$ cat config.mk
export PLATFORM = sky130hd
export DESIGN_NAME = eif_top
export DESIGN_NICKNAME = d
export VERILOG_FILES = /design/src/eif_pkg.sv /design/src/eif_edge_if.sv /design/src/eif_top.sv /design/src/eif_edge_detect.sv
export SDC_FILE = /design/constraint.sdc
export NUM_CORES = 1
export LEC_CHECK = 0
export BUFFER_PORTS_ARGS = -buffer_cell sky130_fd_sc_hd__buf_2
export CAP_MARGIN = 0
export CELL_PAD_IN_SITES_DETAIL_PLACEMENT = 1
export CELL_PAD_IN_SITES_GLOBAL_PLACEMENT = 1
export CORE_MARGIN = 2
export CORE_UTILIZATION = 40
export CTS_BUF_LIST = sky130_fd_sc_hd__clkbuf_4
export CTS_CLUSTER_DIAMETER = 120
export DETAILED_ROUTE_END_ITERATION = 7
export PLACE_DENSITY_LB_ADDON = 0.2
export SLEW_MARGIN = 20
export SYNTH_ARGS = -nofsm -noshare
export SYNTH_HDL_FRONTEND = slang
export SYNTH_HIERARCHICAL = 1
export SYNTH_SLANG_ARGS = --single-unit
$ cat constraint.sdc
create_clock -name mclk_i -period 1.2 [get_ports mclk_i]
set_input_delay 0 -clock mclk_i [delete_from_list [all_inputs] [get_ports mclk_i]]
set_output_delay 0 -clock mclk_i [all_outputs]
set_load 0.01 [all_outputs]
$ cat src/eif_pkg.sv
package eif_pkg;

  // ---------------------------------------------------------------
  // special function register addresses
  // ---------------------------------------------------------------
  localparam logic [7:0] EXT_IRQ_FLAGS_ADDR        = 8'h91;
  localparam logic [7:0] POWER_FAIL_SERIAL_ADDR    = 8'hD8;
  localparam logic [7:0] EXT_IRQ_ENABLES_ADDR      = 8'hE8;

  // ---------------------------------------------------------------
  // reset values (reserved bits included)
  // ---------------------------------------------------------------
  localparam logic [7:0] EXT_IRQ_FLAGS_RESET       = 8'h08;
  localparam logic [7:0] POWER_FAIL_SERIAL_RESET   = 8'h40;
  localparam logic [7:0] EXT_IRQ_ENABLES_RESET     = 8'hE0;

  // ---------------------------------------------------------------
  // field positions
  // ---------------------------------------------------------------
  localparam int SRC_FLAG_LSB        = 4;   // flags of src2..src5 at bits 4..7
  localparam int SRC_ENABLE_LSB      = 0;   // enables of src2..src5 at bits 0..3
  localparam int BAUD_DOUBLER_BIT    = 7;
  localparam int PF_ENABLE_BIT       = 5;
  localparam int PF_FLAG_BIT         = 4;

  // fixed patterns of reserved bits on read
  localparam logic [7:0] EXT_IRQ_FLAGS_FIXED       = 8'h08;
  localparam logic [7:0] POWER_FAIL_SERIAL_FIXED   = 8'h40;
  localparam logic [7:0] EXT_IRQ_ENABLES_FIXED     = 8'hE0;

  // ---------------------------------------------------------------
  // pin handling
  // ---------------------------------------------------------------
  localparam int NUM_SRC             = 4;
  localparam int NUM_PINS            = 5;   // four sources plus power fail
  localparam int PF_PIN_IDX          = 4;
  localparam int SYNC_STAGES         = 2;
  // one marks a pin whose event is a falling edge (src3, src5)
  localparam logic [4:0] FALLING_MASK = 5'h0A;

endpackage

$ cat src/eif_edge_if.sv
`timescale 1ns/1ps
interface eif_edge_if #(
  parameter int N = 5
);
  logic [N-1:0] raw;
  logic [N-1:0] pulse;

  modport detector (input raw, output pulse);
  modport core     (output raw, input pulse);
endinterface

$ cat src/eif_top.sv
`timescale 1ns/1ps
// Notes on behaviour
// - A falling edge on the active-low source-5 pin sets the source-5 flag.
// - A rising edge on the source-4 pin sets the source-4 flag.
// - A falling edge on the active-low source-3 pin sets the source-3 flag.
// - A rising edge on the source-2 pin sets the source-2 flag.
// - Hardware never clears a source flag; software writes zero to clear it.
// - Software writing one to a source flag raises its request if enabled.
// - Reserved bits read fixed: flags bit 3, control bit 6 and enables bits 7 to 5 one, the rest zero.
// - The doubler bit set runs serial port 1 at twice the normal baud rate.
// - The power-fail enable bit gates the power-fail request.
// - A power-fail event on the power-fail pin sets the power-fail flag.
// - A power-fail flag left set keeps raising the power-fail request.
// - Software writing one to the power-fail flag raises the request if enabled.
// - Each source 2 to 5 has an enable bit that gates its request.
module eif_top
  import eif_pkg::*;
(
  input  wire logic       mclk_i,
  input  wire logic       srst_i,
  // special function register port of the core
  input  wire logic [7:0] sfr_addr_i,
  input  wire logic       sfr_wr_i,
  input  wire logic [7:0] sfr_wdata_i,
  input  wire logic       sfr_rd_i,
  output logic      [7:0] sfr_rdata_o,
  output logic            sfr_hit_o,
  // external event pins
  input  wire logic       src5_falling_pin_i,
  input  wire logic       src4_rising_pin_i,
  input  wire logic       src3_falling_pin_i,
  input  wire logic       src2_rising_pin_i,
  input  wire logic       power_fail_pin_i,
  // serial port 1 rate
  input  wire logic       serial1_rate_tick_i,
  output logic            serial1_baud_tick_o,
  output logic            serial1_baud_doubler_o,
  // requests to the core interrupt logic
  output logic      [3:0] src_irq_o,
  output logic            power_fail_irq_o
);

  // ---------------------------------------------------------------
  // state
  // ---------------------------------------------------------------
  logic [NUM_SRC-1:0] src_edge_flag;     // index 0 = src2 ... 3 = src5
  logic [NUM_SRC-1:0] src_enable;
  logic               power_fail_flag;
  logic               power_fail_irq_enable;
  logic               serial1_baud_doubler;
  logic               half_rate_phase;

  logic [NUM_SRC-1:0] next_src_edge_flag;
  logic               next_power_fail_flag;

  logic               wr_flags;
  logic               wr_ctrl;
  logic               wr_enables;
  logic [7:0]         ext_irq_flags;
  logic [7:0]         power_fail_and_serial_ctrl;
  logic [7:0]         ext_irq_enables;
  logic [7:0]         read_mux;

  // ---------------------------------------------------------------
  // pin synchronisers and edge detectors
  // ---------------------------------------------------------------
  eif_edge_if #(.N(NUM_PINS)) edges ();

  assign edges.raw = {power_fail_pin_i,
                      src5_falling_pin_i,
                      src4_rising_pin_i,
                      src3_falling_pin_i,
                      src2_rising_pin_i};

  eif_edge_detect #(
    .N       (NUM_PINS),
    .FALLING (FALLING_MASK)
  ) u_edge (
    .mclk_i (mclk_i),
    .srst_i (srst_i),
    .edges  (edges)
  );

  // ---------------------------------------------------------------
  // address decode
  // ---------------------------------------------------------------
  assign wr_flags   = sfr_wr_i && (sfr_addr_i == EXT_IRQ_FLAGS_ADDR);
  assign wr_ctrl    = sfr_wr_i && (sfr_addr_i == POWER_FAIL_SERIAL_ADDR);
  assign wr_enables = sfr_wr_i && (sfr_addr_i == EXT_IRQ_ENABLES_ADDR);

  // combinational so the core can steer its own read mux in the same cycle
  assign sfr_hit_o = (sfr_addr_i == EXT_IRQ_FLAGS_ADDR)
                  || (sfr_addr_i == POWER_FAIL_SERIAL_ADDR)
                  || (sfr_addr_i == EXT_IRQ_ENABLES_ADDR);

  // ---------------------------------------------------------------
  // source flags
  // ---------------------------------------------------------------
  always_comb begin
    next_src_edge_flag = src_edge_flag;
    if (wr_flags) begin
      // writing one sets, as a pin edge would
      next_src_edge_flag = sfr_wdata_i[SRC_FLAG_LSB +: NUM_SRC];
    end
    // set beats a clear in the same cycle
    next_src_edge_flag = next_src_edge_flag | edges.pulse[NUM_SRC-1:0];
  end

  always_ff @(posedge mclk_i) begin
    if (srst_i) begin
      src_edge_flag <= EXT_IRQ_FLAGS_RESET[SRC_FLAG_LSB +: NUM_SRC];
    end else begin
      src_edge_flag <= next_src_edge_flag;
    end
  end

  // ---------------------------------------------------------------
  // source enables
  // ---------------------------------------------------------------
  always_ff @(posedge mclk_i) begin
    if (srst_i) begin
      src_enable <= EXT_IRQ_ENABLES_RESET[SRC_ENABLE_LSB +: NUM_SRC];
    end else if (wr_enables) begin
      src_enable <= sfr_wdata_i[SRC_ENABLE_LSB +: NUM_SRC];
    end
  end

  // ---------------------------------------------------------------
  // power fail flag and control bits
  // ---------------------------------------------------------------
  always_comb begin
    next_power_fail_flag = power_fail_flag;
    // software may set the flag directly
    if (wr_ctrl) begin
      next_power_fail_flag = sfr_wdata_i[PF_FLAG_BIT];
    end
    // set beats a clear in the same cycle
    next_power_fail_flag = next_power_fail_flag | edges.pulse[PF_PIN_IDX];
  end

  always_ff @(posedge mclk_i) begin
    if (srst_i) begin
      power_fail_flag <= POWER_FAIL_SERIAL_RESET[PF_FLAG_BIT];
    end else begin
      power_fail_flag <= next_power_fail_flag;
    end
  end

  always_ff @(posedge mclk_i) begin
    if (srst_i) begin
      power_fail_irq_enable <= POWER_FAIL_SERIAL_RESET[PF_ENABLE_BIT];
      serial1_baud_doubler  <= POWER_FAIL_SERIAL_RESET[BAUD_DOUBLER_BIT];
    end else if (wr_ctrl) begin
      power_fail_irq_enable <= sfr_wdata_i[PF_ENABLE_BIT];
      serial1_baud_doubler  <= sfr_wdata_i[BAUD_DOUBLER_BIT];
    end
  end

  // ---------------------------------------------------------------
  // interrupt requests
  // ---------------------------------------------------------------
  // enable gates each source
  assign src_irq_o = src_edge_flag & src_enable;

  // a flag left set keeps the request up
  assign power_fail_irq_o = power_fail_flag & power_fail_irq_enable;

  // ---------------------------------------------------------------
  // serial port 1 rate
  // ---------------------------------------------------------------
  // normal rate passes every second tick; doubled passes them all
  always_ff @(posedge mclk_i) begin
    if (srst_i) begin
      half_rate_phase <= 1'b0;
    end else if (serial1_rate_tick_i) begin
      half_rate_phase <= ~half_rate_phase;
    end
  end

  // doubler selects the full tick rate
  always_ff @(posedge mclk_i) begin
    if (srst_i) begin
      serial1_baud_tick_o <= 1'b0;
    end else begin
      serial1_baud_tick_o <= serial1_rate_tick_i
                           & (serial1_baud_doubler | half_rate_phase);
    end
  end

  assign serial1_baud_doubler_o = serial1_baud_doubler;

  // ---------------------------------------------------------------
  // read path
  // ---------------------------------------------------------------
  // reserved bits read as fixed values
  assign ext_irq_flags = EXT_IRQ_FLAGS_FIXED
                       | {src_edge_flag, 4'h0};

  assign power_fail_and_serial_ctrl = POWER_FAIL_SERIAL_FIXED
                                    | {serial1_baud_doubler, 1'b0,
                                       power_fail_irq_enable, power_fail_flag,
                                       4'h0};

  assign ext_irq_enables = EXT_IRQ_ENABLES_FIXED
                         | {4'h0, src_enable};

  always_comb begin
    case (sfr_addr_i)
      EXT_IRQ_FLAGS_ADDR:     read_mux = ext_irq_flags;
      POWER_FAIL_SERIAL_ADDR: read_mux = power_fail_and_serial_ctrl;
      EXT_IRQ_ENABLES_ADDR:   read_mux = ext_irq_enables;
      default:                read_mux = 8'h00;
    endcase
  end

  // data held until the next read; reads have no side effects
  always_ff @(posedge mclk_i) begin
    if (srst_i) begin
      sfr_rdata_o <= 8'h00;
    end else if (sfr_rd_i) begin
      sfr_rdata_o <= read_mux;
    end
  end

endmodule // eif_top

$ cat src/eif_edge_detect.sv
`timescale 1ns/1ps
module eif_edge_detect
  import eif_pkg::*;
#(
  parameter int         N       = NUM_PINS,
  parameter logic [4:0] FALLING = FALLING_MASK
) (
  input  wire logic    mclk_i,
  input  wire logic    srst_i,
  eif_edge_if.detector edges
);

  // ---------------------------------------------------------------
  // per pin synchroniser and edge detector
  // ---------------------------------------------------------------
  genvar g;
  generate
    for (g = 0; g < N; g++) begin : g_pin
      logic [SYNC_STAGES-1:0] sync;
      logic                   last;

      // flops reset to the idle level so release makes no false edge
      always_ff @(posedge mclk_i) begin
        if (srst_i) begin
          sync <= {SYNC_STAGES{FALLING[g]}};
          last <= FALLING[g];
        end else begin
          sync <= {sync[SYNC_STAGES-2:0], edges.raw[g]};
          last <= sync[SYNC_STAGES-1];
        end
      end

      assign edges.pulse[g] = FALLING[g] ? (last & ~sync[SYNC_STAGES-1])
                                         : (~last & sync[SYNC_STAGES-1]);
    end
  endgenerate

endmodule // eif_edge_detect

==> results.ini <==
[status]
status = finished clean

[floorplanning]
rows = 22
pin_count = 42
dieWidth_um = 65.0
coreArea_um2 = 3610
start_util_pct = 41.3
dieArea_um2 = 4230
fp.dieH_um = 65.0

[cts]
tritoncts = done
worstSkewPairLatency_ps = 330
numCtsBuffers = 5
root_buffer = clkbuf_4
clk_pin_slew_ps = 110
clkSinkCount = 36
post_cts.repair.setup_buffers = 0
htree_levels = 2
max-clock-path-buffers = 2

[cells_and_area]
syn_to_final_growth_pct = 28.7
ff_latch_area_um2 = 721
layout-drive-gt1-share_pct = 29.5
diodes = 0
nets = 233
num-fill-cells = 420
multi_input_area_um2 = 669

[timing]
setup_tns_ps = 0
slew_headroom_pct = 71.4
setup_viol = 0
rsz0062_at_grt = no
max_freq_mhz = 1000
period_minus_slack_ps = 997
clock_skew_ps = 5.71
hold_viol = 0
drv_slew = 0
min_period_over_period_pct = 83.1
holdWs_ps = 20.5
tightest_slew_ps = 429

[worst_setup_path]
r2r_slack_ps = 280
cp.required_ps = 1200
reg2regPathDepth = 3
timing.rr.start = serial1_baud_doubler_o
timing_worst_setup_path_type = flip-flop to output pin
crit_path_start_kind = flip-flop
cp_max_fo = 3
arrival_ps = 1000
critPathLaunch = src_edge_flag[0]
rr_endpoint = sfr_rdata_o[7]
crit_path_end_kind = output pin

[synthesis]
synth_edf_count = 0
synthFlopType = dfxtp_1
synth_most_common_cell = dfxtp_1
async_flop_share_pct = 0
synth-seq-cells = 36
avgSynthCellArea_um2 = 10.2
syn_nets = 172
yosys_warnings = 6
yosysSeqAreaShare_pct = 48.4
synth_common_cells = dfxtp_1, a21oi_1, nor2b_1
synth_top_area_share_pct = 48.4
synthCells = 146
yosys.area.top_type = dfxtp_1
netlist_area_um2 = 1490
ys_types = 35
synth_area_leaders = dfxtp_1, a21oi_1, mux2i_1

[worst_hold_path]
hp-class = primary input to flip-flop
min_to = src_enable[1]
hold-path-cell-count = 3
hold_path_startpoint = sfr_wr_i

[power]
leakagePower_nw = 0.880
power_frac_comb_pct = 9.7
power_density_nw_per_um2 = 1060
netSwitchingFraction_pct = 23.8
clkPwrFrac_pct = 29.1
peakVddDrop_v = 0.000654
p_sw_w = 0.000484
p_int_w = 0.00155
p_seq_share_pct = 61.2

[route]
drt_iter0_drc = 58
via_per_inst = 4.88
drt_pass1_iterations = 4
drt_wl_total_um = 3340
wl_per_cell_um = 13.1
drc = 0
vias = 1245
ant_nets = 0

[global_routing]
grt_pass1_wl_um = 5450
track_usage_pct = 17.2
grt-ovfl-total = 0
grt_max_degree = 26
antenna_found_initial = 0
first_global_vias = 1238

[placed_design]
place_congestion = 0.727
detailedPlacementHpwl_um = 2470
portBuffers = 41

[run]
cap_violations = 0

## final cells by class
| cell class | instances | area share, % |
|---|---|---|
| tap | 48 | 3.13 |
| sequential | 36 | 37.6 |
| timing repair buffer | 61 | 20.4 |
| clock inverter | 2 | 0.653 |
| clock buffer | 5 | 1.96 |
| multi-input combinational | 96 | 34.9 |
| inverter | 7 | 1.37 |
## cells by family after synthesis
group / count (synthesis) / synth area share [%]
AND/OR/NAND/NOR: 60 / 27.0
flip-flops: 36 / 48.4
XOR/XNOR: 1 / 0.588
buffers and inverters: 14 / 6.64
AO/OA/AOI/OAI: 28 / 12.7
multiplexers: 7 / 4.71
## layout by cell type (no fill, tap or decap), types with 3 or more instances in the layout
master and n:
a21oi_1 16, a22o_1 3, and2_1 5, and2b_1 6, buf_2 41, buf_4 6
clkbuf_4 5, dfxtp_1 36, dlygate4sd3_1 14, inv_1 7, mux2i_1 7, nand2_1 5
nand2b_1 5, nand3_1 7, nor2_1 6, nor2b_1 10, or2_1 6
## critical path, cell delays in order, from the launching register on
cell and delay, ps:
dfxtp_1 390, and2_1 150, buf_2 130
## routing by layer
layer	up-vias	part of all wire, %	GRT usage (%)
met3	5	4.9	3.65
li1	618	-	-
met1	592	39	17.4
met4	0	1.4	8.33
met2	30	55	33.0
met5	-	0	0
## timing repair
action | in CTS | in global routing
hold buffers | 14 | 0
gates resized for setup | 0 | 0
setup endpoints to repair | 0 | 0
endpoints found under the hold margin | 18 | 0
## flip-flops by register name (all words and copies together) (netlist names)
register                cells
power_fail_flag             1
half_rate_phase             1
serial1_baud_doubler_o      1
power_fail_irq_enable       1
src_edge_flag               4
u_edge/g_pin.last           5
serial1_baud_tick_o         1
sfr_rdata_o                 8
u_edge/g_pin.sync          10
src_enable                  4
## how the worst max path moves through the flow
| stage | endpoint | slack (ps) | cells after the start |
|---|---|---|---|
| 4_1_cts | power_fail_irq_o | 190 | 2 |
| 6_report | src_irq_o[0] | 200 | 2 |
| 3_5_place_dp | src_enable[0] | 4 | 6 |
| 3_3_place_gp | sfr_rdata_o[7] | 40 | 5 |
| 2_1_floorplan | sfr_rdata_o[3] | 180 | 6 |
| 5_1_grt | src_irq_o[1] | 120 | 2 |
## metrics by stage
stage	cells	instance area (um2)	power, W	setup WS, ps	utilization (%)
finish	255	1920	0.00204	203	53.2
global route	255	1920	0.00216	125	53.2
CTS	255	1920	0.00208	187	53.2
detailed placement	234	1730	0.00144	4.08	47.9
global placement	234	1730	0.00143	35.9	47.9
floorplan	146	1490	0.00136	184	-
## power groups by stage
| stage | logic (W) | clock network [W] | registers, W |
|---|---|---|---|
| floorplan | 0.0000914 | 0 | 0.00127 |
| global placement | 0.000155 | 0 | 0.00127 |
| detailed placement | 0.000164 | 0 | 0.00128 |
| CTS | 0.000199 | 0.000634 | 0.00125 |
| global route | 0.000216 | 0.000690 | 0.00125 |
| finish | 0.000197 | 0.000593 | 0.00125 |
Power figures use the tool's default switching activity.
